[config.mk]
export PLATFORM = sky130hd
export DESIGN_NAME = ufp_vdm_responder
export DESIGN_NICKNAME = d
export VERILOG_FILES = /design/src/logic/vdm_resp_pkg.sv /design/src/logic/ready_origin.sv /design/src/logic/ufp_vdm_responder.sv
export SDC_FILE = /design/constraint.sdc
export NUM_CORES = 1
export LEC_CHECK = 0
export BUFFER_PORTS_ARGS = -buffer_cell sky130_fd_sc_hd__clkbuf_2
export CAP_MARGIN = 20
export CORE_ASPECT_RATIO = 0.5
export CORE_MARGIN = 4
export CORE_UTILIZATION = 45
export CTS_CLUSTER_SIZE = 16
export DETAILED_ROUTE_END_ITERATION = 10
export PLACE_DENSITY = 0.64
export SYNTH_ARGS = -nofsm -noshare
export SYNTH_HDL_FRONTEND = slang
export SYNTH_SLANG_ARGS = --single-unit
[constraint.sdc]
create_clock -name clk -period 8.89 [get_ports clk]
set_input_delay 1.778 -clock clk [delete_from_list [all_inputs] [get_ports clk]]
set_output_delay 1.778 -clock clk [all_outputs]
set_load 0.05 [all_outputs]
[src/logic/vdm_resp_pkg.sv]
// Purpose: shared types and constants for the structured message responder
// Assumes: one clock, active-low asynchronous reset
// Notes:   command and answer codes are local encodings of this block
package vdm_resp_pkg;

    // request kinds taken from the message layer
    typedef enum logic [2:0] {
        CMD_NONE     = 3'h0,
        CMD_IDENTITY = 3'h1,
        CMD_SVIDS    = 3'h2,
        CMD_MODES    = 3'h3,
        CMD_ENTER    = 3'h4,
        CMD_EXIT     = 3'h5
    } vdm_cmd_t;

    // answer kinds sent back to the partner
    typedef enum logic [1:0] {
        ANS_ACK  = 2'h0,
        ANS_NAK  = 2'h1,
        ANS_BUSY = 2'h2
    } vdm_ans_t;

    // request from the message layer
    typedef struct packed {
        logic     valid;
        vdm_cmd_t cmd;
    } vdm_req_t;

    // decision from the policy manager
    typedef struct packed {
        logic     valid;
        vdm_ans_t ans;
    } pm_reply_t;

    // response handed to the message layer
    typedef struct packed {
        logic     valid;
        vdm_cmd_t cmd;
        vdm_ans_t ans;
    } vdm_rsp_t;

    localparam logic READY_SOURCE = 1'b0;
    localparam logic READY_SINK   = 1'b1;

endpackage : vdm_resp_pkg

[src/logic/ready_origin.sv]
// Purpose: remembers which ready state a request was taken from
// Assumes: capture is high while the engine sits in a ready state
// Notes:   holds value until the next capture
`timescale 1ns/1ns
module ready_origin
(
    input  wire logic clk,
    input  wire logic rst_b,
    input  wire logic capture,
    input  wire logic sink_now,
    output logic      origin_sink
);
    logic origin_q;

    // latch power role at request acceptance
    always_ff @(posedge clk or negedge rst_b)
    begin
        if (!rst_b)
            origin_q <= vdm_resp_pkg::READY_SOURCE;
        else if (capture)
            origin_q <= sink_now;
    end

    assign origin_sink = origin_q;

endmodule : ready_origin

[src/logic/ufp_vdm_responder.sv]
// Purpose: responder engine for discover, enter and exit requests from the DFP
// Assumes: message layer and policy manager run on clk; pulses last one cycle
// Notes:   one request handled at a time; busy ignores new requests
// Behaviour
// - handle all five request kinds
// - identity request: gather, ask policy manager
// - identity info given: send identity ACK
// - after identity ACK, return to origin ready
// - identity NAK/BUSY: send it, return ready
// - SVID request: gather, ask policy manager
// - SVID info given: send ACK, return
// - SVID NAK/BUSY: send it, return ready
// - modes request: ask; NAK/BUSY sent, return
// - modes info given: send modes ACK
// - after modes ACK, return to ready
// - enter request: ask evaluation and entry
// - mode entered: send enter ACK
// - after enter ACK, return to origin
// - entry rejected: send NAK, return ready
// - grant entry only in USB or safe state
// - exit request: ask to leave mode
// - mode left: send exit ACK, return
// - exit NAK: send NAK, return ready
`timescale 1ns/1ns
module ufp_vdm_responder
(
    input  wire logic                   clk,
    input  wire logic                   rst_b,
    input  wire logic                   sink_role,
    input  wire logic                   usb_safe_ok,
    input  wire vdm_resp_pkg::vdm_req_t req,
    output logic                        req_ready,
    output vdm_resp_pkg::vdm_cmd_t      pm_ask,
    output logic                        pm_ask_valid,
    input  wire vdm_resp_pkg::pm_reply_t pm_reply,
    output vdm_resp_pkg::vdm_rsp_t      rsp,
    input  wire logic                   rsp_sent,
    output logic                        source_ready,
    output logic                        sink_ready
);
    typedef enum {
        READY_ST,
        IDENTITY_GATHER_STATE,
        IDENTITY_ACK_STATE,
        IDENTITY_REFUSE_STATE,
        SVID_GATHER_STATE,
        SVID_ACK_STATE,
        SVID_REFUSE_STATE,
        MODES_GATHER_STATE,
        MODES_ACK_STATE,
        MODES_REFUSE_STATE,
        MODE_ENTRY_EVALUATE_STATE,
        MODE_ENTRY_ACK_STATE,
        MODE_ENTRY_REFUSE_STATE,
        MODE_LEAVE_EVALUATE_STATE,
        MODE_LEAVE_ACK_STATE,
        MODE_LEAVE_REFUSE_STATE
    } state_t;

    state_t                 state_q;
    state_t                 state_d;
    vdm_resp_pkg::vdm_ans_t ans_q;
    vdm_resp_pkg::vdm_ans_t ans_d;
    vdm_resp_pkg::vdm_rsp_t rsp_q;
    vdm_resp_pkg::vdm_rsp_t rsp_d;
    logic                   origin_sink;

    // named decodes
    wire in_ready   = (state_q == READY_ST);
    wire take_req   = in_ready && req.valid && (req.cmd != vdm_resp_pkg::CMD_NONE);
    wire reply_ack  = pm_reply.valid && (pm_reply.ans == vdm_resp_pkg::ANS_ACK);
    wire reply_ref  = pm_reply.valid && (pm_reply.ans != vdm_resp_pkg::ANS_ACK);
    wire reply_nak  = pm_reply.valid && (pm_reply.ans == vdm_resp_pkg::ANS_NAK);
    wire gathering  = (state_q == IDENTITY_GATHER_STATE) || (state_q == SVID_GATHER_STATE)
                   || (state_q == MODES_GATHER_STATE) || (state_q == MODE_ENTRY_EVALUATE_STATE)
                   || (state_q == MODE_LEAVE_EVALUATE_STATE);
    wire sending    = !in_ready && !gathering;

    // request gate and ready flags; role frozen while a request runs
    assign req_ready    = in_ready;
    assign source_ready = in_ready && !origin_sink;
    assign sink_ready   = in_ready && origin_sink;
    assign rsp          = rsp_q;

    // tracks the role while ready, holds it from request acceptance on
    ready_origin u_origin
    (
        .clk         (clk),
        .rst_b       (rst_b),
        .capture     (in_ready),
        .sink_now    (sink_role),
        .origin_sink (origin_sink)
    );

    // question to the policy manager while gathering or evaluating
    always_comb
    begin
        pm_ask_valid = gathering;
        case (state_q)
            IDENTITY_GATHER_STATE:     pm_ask = vdm_resp_pkg::CMD_IDENTITY;
            SVID_GATHER_STATE:         pm_ask = vdm_resp_pkg::CMD_SVIDS;
            MODES_GATHER_STATE:        pm_ask = vdm_resp_pkg::CMD_MODES;
            MODE_ENTRY_EVALUATE_STATE: pm_ask = vdm_resp_pkg::CMD_ENTER;
            MODE_LEAVE_EVALUATE_STATE: pm_ask = vdm_resp_pkg::CMD_EXIT;
            default:                   pm_ask = vdm_resp_pkg::CMD_NONE;
        endcase
    end

    // next state
    always_comb
    begin
        state_d = state_q;
        ans_d   = ans_q;
        case (state_q)
            READY_ST:
            begin
                if (take_req)
                begin
                    case (req.cmd)
                        vdm_resp_pkg::CMD_IDENTITY: state_d = IDENTITY_GATHER_STATE;
                        vdm_resp_pkg::CMD_SVIDS:    state_d = SVID_GATHER_STATE;
                        vdm_resp_pkg::CMD_MODES:    state_d = MODES_GATHER_STATE;
                        vdm_resp_pkg::CMD_ENTER:    state_d = MODE_ENTRY_EVALUATE_STATE;
                        vdm_resp_pkg::CMD_EXIT:     state_d = MODE_LEAVE_EVALUATE_STATE;
                        default:                    state_d = READY_ST;
                    endcase
                end
            end
            IDENTITY_GATHER_STATE:
            begin
                if (reply_ack)
                    state_d = IDENTITY_ACK_STATE;
                else if (reply_ref)
                begin
                    state_d = IDENTITY_REFUSE_STATE;
                    ans_d   = pm_reply.ans;
                end
            end
            SVID_GATHER_STATE:
            begin
                if (reply_ack)
                    state_d = SVID_ACK_STATE;
                else if (reply_ref)
                begin
                    state_d = SVID_REFUSE_STATE;
                    ans_d   = pm_reply.ans;
                end
            end
            MODES_GATHER_STATE:
            begin
                if (reply_ack)
                    state_d = MODES_ACK_STATE;
                else if (reply_ref)
                begin
                    state_d = MODES_REFUSE_STATE;
                    ans_d   = pm_reply.ans;
                end
            end
            MODE_ENTRY_EVALUATE_STATE:
            begin
                // entry only granted from USB operation or safe state
                if (reply_ack && usb_safe_ok)
                    state_d = MODE_ENTRY_ACK_STATE;
                else if (pm_reply.valid)
                begin
                    state_d = MODE_ENTRY_REFUSE_STATE;
                    ans_d   = vdm_resp_pkg::ANS_NAK;
                end
            end
            MODE_LEAVE_EVALUATE_STATE:
            begin
                if (reply_ack)
                    state_d = MODE_LEAVE_ACK_STATE;
                else if (reply_nak)
                begin
                    state_d = MODE_LEAVE_REFUSE_STATE;
                    ans_d   = vdm_resp_pkg::ANS_NAK;
                end
            end
            IDENTITY_ACK_STATE, IDENTITY_REFUSE_STATE,
            SVID_ACK_STATE, SVID_REFUSE_STATE,
            MODES_ACK_STATE, MODES_REFUSE_STATE,
            MODE_ENTRY_ACK_STATE, MODE_ENTRY_REFUSE_STATE,
            MODE_LEAVE_ACK_STATE, MODE_LEAVE_REFUSE_STATE:
            begin
                if (rsp_sent)
                    state_d = READY_ST;
            end
            default: state_d = READY_ST;
        endcase
    end

    // response word built on entry to a sending state
    always_comb
    begin
        rsp_d = rsp_q;
        rsp_d.valid = 1'b0;
        case (state_d)
            IDENTITY_ACK_STATE, IDENTITY_REFUSE_STATE:
                rsp_d.cmd = vdm_resp_pkg::CMD_IDENTITY;
            SVID_ACK_STATE, SVID_REFUSE_STATE:
                rsp_d.cmd = vdm_resp_pkg::CMD_SVIDS;
            MODES_ACK_STATE, MODES_REFUSE_STATE:
                rsp_d.cmd = vdm_resp_pkg::CMD_MODES;
            MODE_ENTRY_ACK_STATE, MODE_ENTRY_REFUSE_STATE:
                rsp_d.cmd = vdm_resp_pkg::CMD_ENTER;
            MODE_LEAVE_ACK_STATE, MODE_LEAVE_REFUSE_STATE:
                rsp_d.cmd = vdm_resp_pkg::CMD_EXIT;
            default:
                rsp_d.cmd = vdm_resp_pkg::CMD_NONE;
        endcase
        if (rsp_d.cmd != vdm_resp_pkg::CMD_NONE)
        begin
            rsp_d.valid = !(state_q == state_d && rsp_sent);
            rsp_d.ans   = (state_d == IDENTITY_ACK_STATE || state_d == SVID_ACK_STATE
                        || state_d == MODES_ACK_STATE || state_d == MODE_ENTRY_ACK_STATE
                        || state_d == MODE_LEAVE_ACK_STATE) ? vdm_resp_pkg::ANS_ACK : ans_d;
        end
    end

    // state registers
    always_ff @(posedge clk or negedge rst_b)
    begin
        if (!rst_b)
        begin
            state_q <= READY_ST;
            ans_q   <= vdm_resp_pkg::ANS_ACK;
            rsp_q   <= '0;
        end
        else
        begin
            state_q <= state_d;
            ans_q   <= ans_d;
            rsp_q   <= rsp_d;
        end
    end

    // helper: origin must still match at return to ready
    logic was_sending_q;
    always_ff @(posedge clk or negedge rst_b)
    begin
        if (!rst_b)
            was_sending_q <= 1'b0;
        else
            was_sending_q <= sending && rsp_sent;
    end

    // helper: role seen when the request was taken
    logic role_at_take_q;
    always_ff @(posedge clk or negedge rst_b)
    begin
        if (!rst_b)
            role_at_take_q <= vdm_resp_pkg::READY_SOURCE;
        else if (take_req)
            role_at_take_q <= sink_role;
    end

    a_ready_return: assert property (@(posedge clk) disable iff (!rst_b)
        (sending && rsp_sent) |=> in_ready)
        else $error("no return to ready after response sent");
    a_origin_kept: assert property (@(posedge clk) disable iff (!rst_b)
        was_sending_q |-> (sink_ready == role_at_take_q) && (source_ready == !role_at_take_q))
        else $error("ready state differs from origin");
    a_identity_gather: assert property (@(posedge clk) disable iff (!rst_b)
        (take_req && req.cmd == vdm_resp_pkg::CMD_IDENTITY) |=>
        (pm_ask_valid && pm_ask == vdm_resp_pkg::CMD_IDENTITY))
        else $error("identity request not forwarded");
    a_identity_ack: assert property (@(posedge clk) disable iff (!rst_b)
        (state_q == IDENTITY_GATHER_STATE && reply_ack) |=>
        (rsp.valid && rsp.ans == vdm_resp_pkg::ANS_ACK && rsp.cmd == vdm_resp_pkg::CMD_IDENTITY))
        else $error("identity ACK missing");
    a_svid_refuse: assert property (@(posedge clk) disable iff (!rst_b)
        (state_q == SVID_GATHER_STATE && reply_ref) |=>
        (rsp.valid && rsp.ans == $past(pm_reply.ans)))
        else $error("SVID refusal kind wrong");
    a_modes_ask: assert property (@(posedge clk) disable iff (!rst_b)
        (take_req && req.cmd == vdm_resp_pkg::CMD_MODES) |=> pm_ask == vdm_resp_pkg::CMD_MODES)
        else $error("modes request not forwarded");
    a_modes_ack: assert property (@(posedge clk) disable iff (!rst_b)
        (state_q == MODES_GATHER_STATE && reply_ack) |=> state_q == MODES_ACK_STATE)
        else $error("modes ACK state missed");
    a_entry_unsafe: assert property (@(posedge clk) disable iff (!rst_b)
        (state_q == MODE_ENTRY_EVALUATE_STATE && pm_reply.valid && !usb_safe_ok) |=>
        (rsp.ans == vdm_resp_pkg::ANS_NAK))
        else $error("entry acked outside safe state");
    a_exit_nak: assert property (@(posedge clk) disable iff (!rst_b)
        (state_q == MODE_LEAVE_EVALUATE_STATE && reply_nak) |=>
        (rsp.valid && rsp.cmd == vdm_resp_pkg::CMD_EXIT && rsp.ans == vdm_resp_pkg::ANS_NAK))
        else $error("exit NAK missing");
    a_single_req: assert property (@(posedge clk) disable iff (!rst_b)
        (!in_ready && req.valid && !pm_reply.valid && !rsp_sent) |=> state_q == $past(state_q))
        else $error("request accepted while busy");
    a_rsp_held: assert property (@(posedge clk) disable iff (!rst_b)
        (rsp.valid && !rsp_sent) |=> rsp.valid)
        else $error("response dropped before it was sent");
    a_exit_busy_wait: assert property (@(posedge clk) disable iff (!rst_b)
        (state_q == MODE_LEAVE_EVALUATE_STATE && pm_reply.valid
        && pm_reply.ans == vdm_resp_pkg::ANS_BUSY) |=>
        (pm_ask_valid && pm_ask == vdm_resp_pkg::CMD_EXIT))
        else $error("exit request dropped on busy answer");

    c_enter_ack: cover property (@(posedge clk) disable iff (!rst_b)
        state_q == MODE_ENTRY_ACK_STATE ##1 in_ready);
    c_identity_busy: cover property (@(posedge clk) disable iff (!rst_b)
        state_q == IDENTITY_REFUSE_STATE && rsp.ans == vdm_resp_pkg::ANS_BUSY);
    c_exit_ack: cover property (@(posedge clk) disable iff (!rst_b)
        state_q == MODE_LEAVE_ACK_STATE && rsp_sent);
    c_modes_refuse: cover property (@(posedge clk) disable iff (!rst_b)
        state_q == MODES_REFUSE_STATE ##1 in_ready);
    c_entry_unsafe: cover property (@(posedge clk) disable iff (!rst_b)
        state_q == MODE_ENTRY_EVALUATE_STATE && pm_reply.valid && !usb_safe_ok);

endmodule : ufp_vdm_responder

## Word level (Yosys, flattened, before mapping)

Memory sizes are Yosys's and may differ from the RTL's.
Index checks and enable logic that the tools add are counted.

- Flip-flop bits (word level): 41
- Bits in read-only memories: 48
- Output and inout bits: 13
- Logic and storage cells: 92
- Memories: 1

- Eq/ne operators: 32
- Multiplexer cells: 25
- Reductions and logical operators: 28

Memories:

| name | words | bits a word | read ports | clocked after Yosys merged registers in | wr ports | line | source |
|---|---|---|---|---|---|---|---|
| (name not given) | 16 | 3 | 1 | 0 | 0 | ufp_vdm_responder.sv:198 | `case (state_d)` |

Operators by type and width:

| kind | count |
|---|---|
| 2-to-1 mux 32 bit | 12 |
| == test 32 x 4 -> 1 bit, second input constant | 11 |
| one-hot mux 32 bit (7 select lines) | 1 |
| == test 32 x 3 -> 1 bit, second input constant | 5 |
| == test 32 x 5 -> 1 bit, second input constant | 5 |
| == test 32 x 2 -> 1 bit, second input constant | 3 |
| logical NOT 32 bit | 2 |
| == test 32 x 1 -> 1 bit, second input constant | 1 |
| == test 32 bit | 1 |
| logical NOT 28 bit | 1 |
| one-hot mux 4 bit (5 select lines) | 1 |
| one-hot mux 3 bit (5 select lines) | 1 |
| 2-to-1 mux 2 bit | 7 |
| OR reduction 10 bit | 1 |
| logical AND 1 bit | 9 |
| logical OR 1 bit | 8 |
| == test 3 x 2 -> 1 bit, second input constant | 2 |
| == test 3 bit, second input constant | 2 |
| one-hot mux 2 bit (3 select lines) | 1 |
| nonzero test 3 bit | 2 |
| == test 3 x 1 -> 1 bit, second input constant | 1 |
| 2-to-1 mux 3 bit | 1 |
| OR reduction 3 bit | 1 |
| == test 2 x 1 -> 1 bit, second input constant | 1 |
| 4 further kinds | 5 |

## Longest topological paths before layout

Gate-level depths: netlist (run 1).

- Word-level depth: 11
- Mapped depth: 13
- Gate-level depth less buffers: 11

## Hierarchy

Synthesis (run 1) repeated with hierarchy kept, for this count alone.

- Cell total of the unflattened synthesis: 203
- Area, all modules: 2,217.1 µm²

By module, submodules not included:

| module | instances | cells each | area each (µm²) | seq. area each (µm²) |
|---|---|---|---|---|
| ufp_vdm_responder | 1 | 201 | 2,177.1 | 1,001.0 |
| ready_origin | 1 | 2 | 40.0 | 25.0 |

## Worst setup path before layout (run 1)

No wires, ideal clock.

- Kind: reg2out
- From: register state_q[18]
- To: output port pm_ask[1]
- Arrival: 2.602 ns
- Required time: 7.112 ns
- Slack: 4.510 ns
- Cell stages (with the launch flop): 6
- Path buffers: 2
- Cell sequence: dfrtp_1 > or4_4 > or3_1 > buf_2 > buf_2 > nor3_1

- Cells in the longest elaborated chain, start to end: 2
- Elaborated cells on any way between the ends: 6
- Classes of those cells: eq/ne: 5; mux: 1

Ends and longest elaborated chain:

| what | line | source |
|---|---|---|
| start: declaration | ufp_vdm_responder.sv:60 | `state_t state_q;` |
| start signal: assignment | ufp_vdm_responder.sv:232 | `state_q <= state_d;` |
| == test 32 x 4 -> 1 bit, or another cell as far along | ufp_vdm_responder.sv:99 | `case (state_q)` |
| one-hot mux 3 bit (5 select lines) (*) | ufp_vdm_responder.sv:99 |  |
| end: declaration | ufp_vdm_responder.sv:33 | `output vdm_resp_pkg::vdm_cmd_t pm_ask,` |

Every way passes the cells marked *; elsewhere a longest branch is shown, timed or not.

## Final worst setup path (run 1)

- From: register state_q[4]
- To: output port pm_ask_valid

- Cells in the longest elaborated chain, start to end: 5
- Elaborated cells on any way between the ends: 9
- Classes of those cells: eq/ne: 5; reduce/logical: 4

Ends and longest elaborated chain:

| what | line | source |
|---|---|---|
| == test 32 x 2 -> 1 bit / == test 32 x 4 -> 1 bit (equally long branches) | ufp_vdm_responder.sv:74 | `wire gathering = (state_q == IDENTITY_GATHER_STATE) \|\| (state_q == SVID_GATHER_STATE)` |
| logical OR 1 bit | ufp_vdm_responder.sv:74 |  |
| logical OR 1 bit (2 in a row) | ufp_vdm_responder.sv:75 | `\|\| (state_q == MODES_GATHER_STATE) \|\| (state_q == MODE_ENTRY_EVALUATE_STATE)` |
| logical OR 1 bit (*) | ufp_vdm_responder.sv:76 | `\|\| (state_q == MODE_LEAVE_EVALUATE_STATE);` |
| end: declaration | ufp_vdm_responder.sv:34 | `output logic pm_ask_valid,` |

Marked as above.

==> results of run 1 <==
## registers in the layout, summed over array words and instances, names as in the netlist
signal	count
state_q	32
rsp	6
ans_q	2
u_origin.origin_sink	1
## through the flow
stage	hold slack, ps	area, sq um	cells	power (uW)	setup slack (ps)
2_1_floorplan	491.4	2178	224	207.7	4510
3_3_place_gp	491.6	2308	294	216.9	4567
3_5_place_dp	499.1	2308	294	217.4	4497
4_1_cts	517.0	2420	302	363.6	4575
5_1_grt	548.9	2440	303	377.4	4403
6_report	511.1	2440	303	360.4	4659
## critical path, stage by stage (launching register included)
cell	delay [ps]
dfrtp_1	370
nor4_1	300
nand4_1	210
or3_1	690
nor3_1	280
clkbuf_2	310
## worst max path at each step
stage          slack [ps]           end  cells past startpoint        start
6_report             4660  pm_ask_valid                      5   state_q[4]
5_1_grt              4400     pm_ask[0]                      5  state_q[11]
4_1_cts              4570     pm_ask[0]                      5   state_q[7]
3_5_place_dp         4500        rsp[1]                     11  pm_reply[2]
3_3_place_gp         4570        rsp[0]                     11  pm_reply[2]
2_1_floorplan        4510     pm_ask[1]                      5  state_q[18]
## power breakdown
part           internal, uW  switching [uW]  leakage, uW
clock                  84.2            61.4    0.0000554
combinational          6.73            12.7     0.000554
sequential              193            2.28     0.000506
## layer usage
layer | vias up | wire, um
met5 | - | 0
met4 | 0 | 91
met3 | 9 | 254
met2 | 52 | 1776
met1 | 737 | 2006
li1 | 808 | -
## final cells by class
class                   instances  area (sq um)
flip-flops and latches         41          1026
repair buffers                 25         140.1
clock buffers                   6         72.57
inverters                       7         26.28
well taps                      57         71.32
multi-input cells             165          1065
fillers                       384          1984
clock inverters                 2         38.79
## synth_stat cells (all sizes together) (4+ instances only)
library cell / count / area (sq um)
nand2: 7 / 26.28
xnor2: 4 / 35.03
buf: 10 / 57.55
nor2b: 4 / 25.02
nor3: 14 / 75.07
o21ai: 7 / 35.03
nand3: 5 / 25.02
nor4: 9 / 62.56
a21oi: 11 / 55.05
dfrtp: 41 / 1026
ha: 6 / 75.07
inv: 7 / 26.28
nor2: 11 / 41.29
## kinds of logic (layout without fill, tap and decap cells)
kind of cell | after synthesis | in the layout | share of synthesized area [%]
AOI/OAI and AO/OA | 45 | 45 | 15.96
xor gates and xnor gates | 7 | 7 | 2.952
adders and majority gates | 6 | 6 | 3.614
buffers and inverters | 18 | 40 | 4.217
DFF | 41 | 41 | 49.40
muxes | 3 | 3 | 1.626
other | 1 | 28 | 0.1805
and+or+nand+nor | 76 | 76 | 22.05
## cells in the final DEF, fill, tap and decap left out, types with 4 or more instances in the layout
cell,instances
nand3_1,5
nor3_1,13
nor2b_1,4
clkbuf_8,5
nor4_1,8
nand2_1,7
a21oi_1,11
inv_1,7
xnor2_1,4
clkbuf_2,24
nor2_1,11
conb_1,28
ha_1,6
o21ai_0,6
dfrtp_1,41
==> impl_metrics.env, run 1 <==
export IMPL_vias_per_cell=5.300
export IMPL_hold_buffers=0
export IMPL_die_w_um=104.1
export IMPL_endpoint_kind="primary output"
export IMPL_vdd_drop_max_mv=0.07712
export IMPL_rrSetupSlack_ps=5430
export IMPL_grt_first_pass_wirelength_um=7031
export IMPL_clock_path_buffers=2
export IMPL_powerDensity_nw_per_um2=147.7
export IMPL_path_clk_slew_ps=70
export IMPL_track_usage_pct=14.89
export IMPL_cts_setup_buffers=0
export IMPL_grt_pass1_vias=1437
export IMPL_core_area_sq_um=4424
export IMPL_ys_flop_type="dfrtp_1"
export IMPL_clk_latency_ps=290
export IMPL_drc=0
export IMPL_num_io_pins=25
export IMPL_final_net_count=263
export IMPL_reg2reg_depth=10
export IMPL_drive_above_1_share_pct=17.48
export IMPL_detail_route_iter0_violations=44
export IMPL_slew_violations=0
export IMPL_ys_types=56
export IMPL_wl_um=4127
export IMPL_synthArstFlopShare_pct=100.0
export IMPL_crit_type="register to primary output"
export IMPL_min_delay_path_class="register to register"
export IMPL_io_buffers=24
export IMPL_fin_crit_sh_pct=47.59
export IMPL_maxSlewHeadroom_pct=43.83
export IMPL_top_usage_layer="met1"
export IMPL_post_cts_resized=0
export IMPL_area_growth_pct=17.47
export IMPL_post_drt_wl_per_cell_um=13.62
export IMPL_avgSynthCellArea_sq_um=10.54
export IMPL_outcome="complete, no violations"
export IMPL_antenna_found_initial=0
export IMPL_tightest_slew_ps=836.1
export IMPL_die_y_um=56.04
export IMPL_rsz0062_at_grt="false"
export IMPL_htreeDepth=2
export IMPL_worstHoldPathCells=1
export IMPL_utilization_pct=55.15
export IMPL_place_congestion=0.8689
export IMPL_synthCells=197
export IMPL_yosysWarningCount=0
export IMPL_initial_utilization_pct=46.95
export IMPL_hp_start="rsp[0]"
export IMPL_rows=17
export IMPL_tritoncts="built"
export IMPL_grt_max_degree=42
export IMPL_tns_ps=0
export IMPL_max_clock_freq_ghz=0.2364
export IMPL_r2r_end="rsp[1]"
export IMPL_cp_max_fo=18
export IMPL_die_area_sq_um=5833
export IMPL_grt_use_met2_pct=20.96
export IMPL_fin_skew_ps=5.764
export IMPL_cts_sinks=41
export IMPL_r2r_start="state_q[3]"
export IMPL_critPathArrivalTime_ps=2450
export IMPL_setup_viol_count_final=0
export IMPL_finalHoldViolations=0
export IMPL_power_leakage_uw=0.001115
export IMPL_drtAntennaViolNets=0
export IMPL_period_needed_ps=4231
export IMPL_syn_area_sq_um=2077
export IMPL_drt_pass1_iterations=4
export IMPL_vias=1606
export IMPL_yosysSeqAreaShare_pct=49.40
export IMPL_holdPathEnd="rsp[0]"
export IMPL_grt_util_met1_pct=22.25
export IMPL_dpl_hpwl_um=2967
export IMPL_startpoint_type="register"
export IMPL_antennaDiodeCount=0
export IMPL_cts_root_buffer="clkbuf_8"
export IMPL_crit_required_ps=7110
export IMPL_ys_ff_latch=41
export IMPL_use_met3_pct=2.665
export IMPL_gr_total_overflow=0
export IMPL_cts_buffers=5
export IMPL_drv_cap=0
export IMPL_synth_edff_count=0
(Power assumes the default switching activity.)
==> run 2, diff against run 1 <==
PLACE_DENSITY = 0.67   (was 0.64)
clock period = 3.6 ns   (was 8.89 ns; I/O delays follow)
==> run 2 against run 1 <==
Against the previous run: clock skew barely moved; setup slack lost 4300 ps; utilization is 0.96 points higher; die area is the same; critical endpoint unchanged.
==> impl_metrics.env, run 2 (same netlist as run 1, synthesis figures left out) <==
export IMPL_outcome="complete, no violations"
export IMPL_num_io_pins=25
export IMPL_drv_cap=0
export IMPL_detail_route_iter0_violations=55
export IMPL_finalHoldViolations=0
export IMPL_rows=17
export IMPL_track_usage_pct=15.36
export IMPL_post_cts_resized=0
export IMPL_drt_pass1_iterations=4
export IMPL_grt_max_degree=42
export IMPL_vias=1625
export IMPL_maxSlewHeadroom_pct=66.52
export IMPL_area_growth_pct=19.52
export IMPL_period_needed_ps=3233
export IMPL_hold_buffers=0
export IMPL_dpl_hpwl_um=3121
export IMPL_fin_cells=310
export IMPL_crit_required_ps=2880
export IMPL_vias_per_cell=5.242
export IMPL_cts_buffers=5
export IMPL_clk_latency_ps=290
export IMPL_io_buffers=24
export IMPL_die_w_um=104.1
export IMPL_cts_sinks=41
export IMPL_antenna_found_initial=0
export IMPL_path_clk_slew_ps=80
export IMPL_min_delay_path_class="input pin to asynchronous set/reset pin"
export IMPL_cts_setup_buffers=0
export IMPL_wl_um=4211
export IMPL_clock_path_buffers=2
export IMPL_tns_ps=0
export IMPL_core_area_sq_um=4424
export IMPL_powerDensity_nw_per_um2=343.8
export IMPL_post_drt_wl_per_cell_um=13.58
export IMPL_die_area_sq_um=5833
export IMPL_critPathArrivalTime_ps=2510
export IMPL_crit_end="pm_ask_valid"
export IMPL_fin_skew_ps=5.592
export IMPL_vdd_drop_max_mv=0.2008
export IMPL_final_common_cell="dfrtp_1"
export IMPL_drive_above_1_share_pct=20.16
export IMPL_crit_type="register to primary output"
export IMPL_power_leakage_uw=0.001151
export IMPL_gr_total_overflow=0
export IMPL_tightest_slew_ps=502.2
export IMPL_drtAntennaViolNets=0
export IMPL_die_y_um=56.04
export IMPL_setup_viol_count_final=0
export IMPL_rrSetupSlack_ps=460
export IMPL_mostFrequentLayoutCells="dfrtp_1 (41), conb_1 (28), clkbuf_2 (24)"
export IMPL_final_net_count=270
export IMPL_grt_pass1_vias=1589
export IMPL_slew_violations=0
export IMPL_endpoint_kind="primary output"
export IMPL_grt_first_pass_wirelength_um=7258
export IMPL_reg2reg_depth=10
export IMPL_antennaDiodeCount=0
export IMPL_regMostFlops="state_q"
export IMPL_startpoint_type="register"
export IMPL_drc=0
export IMPL_htreeDepth=2
export IMPL_max_clock_freq_ghz=0.3093
export IMPL_dp_cells=301
export IMPL_r2r_start="state_q[0]"
export IMPL_crit_path_start="state_q[11]"
export IMPL_rsz0062_at_grt="false"
export IMPL_tritoncts="built"
export IMPL_largest_reg_flops=32
export IMPL_place_congestion=0.8951
export IMPL_fin_crit_sh_pct=89.80
export IMPL_initial_utilization_pct=46.95
export IMPL_cp_max_fo=11
export IMPL_r2r_end="rsp[1]"
export IMPL_cts_root_buffer="clkbuf_8"
[run 2: cell types whose count changed in the layout (fill, tap and decap cells not counted)]
| cell | delta |
|---|---|
| clkbuf_1 | -1 |
| clkbuf_8 | +2 |
| clkinv_2 | +1 |
| buf_4 | +7 |
| bufinv_16 | -1 |
| clkinv_4 | -1 |
[run 2: metal layers]
layer | GRT usage, % | part of all wire (%) | up-vias
li1 | - | - | 820
met1 | 19.88 | 46 | 757
met2 | 24.93 | 46 | 40
met3 | 3.824 | 5.5 | 8
met4 | 6.061 | 1.8 | 0
met5 | 0 | 0 | -
[run 2: metrics by stage]
stage / power (uW) / hold WS (ps) / utilization [%] / cell area [sq um] / worst slack, ps
2_1_floorplan: 512.8 / 424.4 / - / 2178 / 277.5
3_3_place_gp: 536.5 / 490.4 / 53.37 / 2361 / 432.3
3_5_place_dp: 538.6 / 508.5 / 53.37 / 2361 / 306.7
4_1_cts: 860.2 / 525.4 / 55.66 / 2462 / 317.3
5_1_grt: 893.9 / 194.3 / 56.11 / 2482 / 86.98
6_report: 853.5 / 210.7 / 56.11 / 2482 / 367.1
[run 2: worst max-delay path, stage by stage (launching register included)]
cell	delay (ps)
dfrtp_1	370
nor4_1	330
nand4_1	230
or3_1	550
buf_4	240
nor3_1	200
clkbuf_2	310
[run 2: final cells by class]
cell class / count / area (sq um)
tap: 57 / 71.32
inverter: 7 / 26.28
clock buffer: 7 / 96.34
multi-input combinational: 165 / 1065
fill: 413 / 1942
sequential: 41 / 1026
clock inverter: 1 / 5.005
timing repair buffer: 32 / 192.7
[run 2: where the power goes]
part           leakage (uW)  switching, uW  internal [uW]
clock             0.0000542            148            173
combinational      0.000590           31.6           18.0
sequential         0.000506           5.70            477
total               0.00115            185            668
[run 2: worst min path at each step]
stage | start | end | slack (ps) | cells past startpoint
after global placement | rsp[1] | rsp[1] | 490 | 1
after detailed placement | rsp[1] | rsp[1] | 510 | 1
after CTS | rsp[1] | rsp[1] | 530 | 1
after floorplan | rst_b | ans_q[0] | 420 | 0
final | rst_b | state_q[27] | 210 | 1
after global routing | rst_b | state_q[27] | 190 | 1
==> run 3, diff against run 2 <==
ABC_AREA = 1   (was not set)
PLACE_DENSITY = 0.66   (was 0.67)
==> run 3 against run 2 <==
Against the previous run: total power shrank 1.7%; non-clock buffer count is 7 lower; first-iteration DRC count rose to 2.8 times the previous value; register-to-register slack improved by 150 ps; largest power group unchanged; count of clock-buffer cells in the layout shrank 2; maximum frequency grew 8.3%; highest routed layer unchanged; critical path depth up 13; final area increased by 9.4%.
==> impl_metrics.env, run 3 <==
export IMPL_max_clock_freq_ghz=0.3350
export IMPL_cts_root_buffer="clkbuf_8"
export IMPL_io_buffers=24
export IMPL_synthCells=304
export IMPL_cts_sinks=41
export IMPL_rows=18
export IMPL_cts_buffers=5
export IMPL_drv_cap=0
export IMPL_die_y_um=58.72
export IMPL_fin_skew_ps=6.041
export IMPL_utilization_pct=54.82
export IMPL_die_area_sq_um=6425
export IMPL_grt_max_degree=42
export IMPL_track_usage_pct=18.02
export IMPL_antennaDiodeCount=0
export IMPL_synth_edff_count=0
export IMPL_powerDensity_nw_per_um2=309.0
export IMPL_hold_buffers=0
export IMPL_post_drt_wl_per_cell_um=12.20
export IMPL_multi_input_area_sq_um=1252
export IMPL_antenna_found_initial=0
export IMPL_slew_violations=0
export IMPL_rrSetupSlack_ps=610
export IMPL_drc=0
export IMPL_initial_utilization_pct=46.72
export IMPL_place_congestion=0.9183
export IMPL_gr_total_overflow=0
export IMPL_vias=2096
export IMPL_vdd_drop_max_mv=0.3224
export IMPL_ys_types=32
export IMPL_yosysMostFrequentCell="nand2_1"
export IMPL_synth_top_area_share_pct=44.32
export IMPL_rsz0062_at_grt="false"
export IMPL_startpoint_type="register"
export IMPL_drtAntennaViolNets=0
export IMPL_critPathArrivalTime_ps=3210
export IMPL_path_cells="inv_2 > nand2_1 > nor2_1 > nand3_1 > nor2_4 > inv_2 > nor2_1 > nand2_1 > nand2_1 > nor2_1 > nand2_2 > inv_1 > ha_1 > nand2_2 > nand2_1 > nand3_1 > nor2_2 > nand2_1 > o21ai_1"
export IMPL_slowest_stage="dfrtp_1"
export IMPL_htreeDepth=2
export IMPL_power_leakage_uw=0.001459
export IMPL_regArea_sq_um=1026
export IMPL_final_common_cell="nand2_1"
export IMPL_synthArstFlopShare_pct=100.0
export IMPL_ys_flop_type="dfrtp_1"
export IMPL_detail_route_iter0_violations=155
export IMPL_yosysSeqAreaShare_pct=44.32
export IMPL_drive_above_1_share_pct=15.79
export IMPL_reg2reg_depth=19
export IMPL_drt_pass1_iterations=5
export IMPL_finalHoldViolations=0
export IMPL_area_growth_pct=17.35
export IMPL_core_area_sq_um=4955
export IMPL_crit_path_start="state_q[2]"
export IMPL_dp_slack_ps=638.0
export IMPL_die_w_um=109.4
export IMPL_path_common_cell="nand2_1"
export IMPL_vias_per_cell=4.863
export IMPL_post_cts_resized=0
export IMPL_clock_path_buffers=2
export IMPL_wl_um=5260
export IMPL_avgSynthCellArea_sq_um=7.614
export IMPL_setup_viol_count_final=0
export IMPL_synthTopCellsByCount="nand2_1 (70), nor2_1 (50), dfrtp_1 (41)"
export IMPL_tritoncts="built"
export IMPL_synth_top_area_cell="dfrtp_1"
export IMPL_ys_ff_latch=41
export IMPL_dpl_hpwl_um=4108
export IMPL_final_net_count=378
export IMPL_r2r_start="state_q[2]"
export IMPL_fin_crit_sh_pct=82.93
export IMPL_r2r_end="rsp[1]"
export IMPL_tns_ps=0
export IMPL_path_clk_slew_ps=80
export IMPL_endpoint_kind="register"
export IMPL_synth_area_top_cells="dfrtp_1 (44%), nand2_1 (11%), nor2_1 (8.1%)"
export IMPL_syn_area_sq_um=2315
export IMPL_mostFrequentLayoutCells="nand2_1 (70), nor2_1 (50), dfrtp_1 (41)"
export IMPL_crit_type="register to register"
export IMPL_regMostFlops="state_q"
export IMPL_cpPeakStageDelay_ps=460
export IMPL_crit_required_ps=3830
export IMPL_grt_pass1_vias=1942
export IMPL_outcome="complete, no violations"
export IMPL_worst_slack_ps=614.6
export IMPL_grt_first_pass_wirelength_um=8928
export IMPL_num_io_pins=25
export IMPL_min_delay_path_class="input pin to asynchronous set/reset pin"
export IMPL_num_fill_cells=475
export IMPL_clk_latency_ps=300
export IMPL_period_needed_ps=2985
export IMPL_largest_reg_flops=32
export IMPL_yosysWarningCount=0
export IMPL_cp_max_fo=10
export IMPL_cts_setup_buffers=0
==> run 3: cell types whose count changed after synthesis, sizes merged, moves of 4 or more <==
| cell | delta |
|---|---|
| nand4 | +9 |
| inv | +24 |
| buf | -7 |
| or2 | +4 |
| nor2b | -4 |
| o21ai | +9 |
| nor3 | -12 |
| nand2 | +72 |
| nand3 | +27 |
| xnor2 | -4 |
| nor4 | -4 |
| nor2 | +43 |
==> run 3: cell type report <==
cell class / count / share of cell area (%)
clock inverter: 3 / 0.9212
multi-input combinational: 256 / 46.11
sequential: 41 / 37.77
inverter: 31 / 4.284
timing repair buffer: 25 / 5.159
tap: 70 / 3.224
clock buffer: 5 / 2.533
==> run 3: cell families after synthesis <==
family                   count (synthesis)  share of synthesized area [%]
adder cells (fa/ha/maj)                  6                          3.243
buffers and inverters                   34                          5.946
other                                    1                         0.1620
AND/OR/NAND/NOR                        189                          38.16
XOR/XNOR                                 2                         0.7569
flip-flops                              41                          44.32
AO/OA/AOI/OAI                           31                          7.406
==> run 3: metrics by stage <==
| stage | instances | area (sq um) | hold WS (ps) | power [uW] |
|---|---|---|---|---|
| 2_1_floorplan | 331 | 2416 | 424.4 | 516.0 |
| 3_3_place_gp | 422 | 2603 | 478.9 | 539.2 |
| 3_5_place_dp | 422 | 2603 | 485.9 | 539.9 |
| 4_1_cts | 430 | 2696 | 504.3 | 847.6 |
| 5_1_grt | 431 | 2716 | 283.0 | 883.7 |
| 6_report | 431 | 2716 | 273.4 | 839.4 |
==> run 3: worst max path at each step <==
stage,to,slack [ps],cells past startpoint
finish,rsp[1],610,19
global route,rsp[1],300,19
CTS,rsp[1],660,19
detailed placement,rsp[1],640,18
global placement,rsp[0],740,14
floorplan,rsp[0],850,15
==> run 3: worst max-delay path: cells and delay by family, from the launching register on <==
family / cells / cell delay (ps)
AO/OA/AOI/OAI: 1 / 70
AND/OR/NAND/NOR: 14 / 1690
adder cells (fa/ha/maj): 1 / 320
flip-flops: 1 / 460
buffers and inverters: 3 / 380
==> run 3: report_power, final <==
| group | internal (uW) | switching (uW) |
|---|---|---|
| logic | 14.9 | 33.9 |
| clock network | 140 | 166 |
| registers | 477 | 8.01 |
| total | 631 | 208 |
==> run 3: per-layer routing <==
| layer | vias to the layer above | wire length (um) | GRT usage, % |
|---|---|---|---|
| met5 | - | 0 | 0 |
| met4 | 0 | 58 | 4.973 |
| met3 | 11 | 273 | 4.491 |
| met2 | 53 | 2397 | 28.62 |
| met1 | 953 | 2531 | 24.83 |
| li1 | 1079 | - | - |
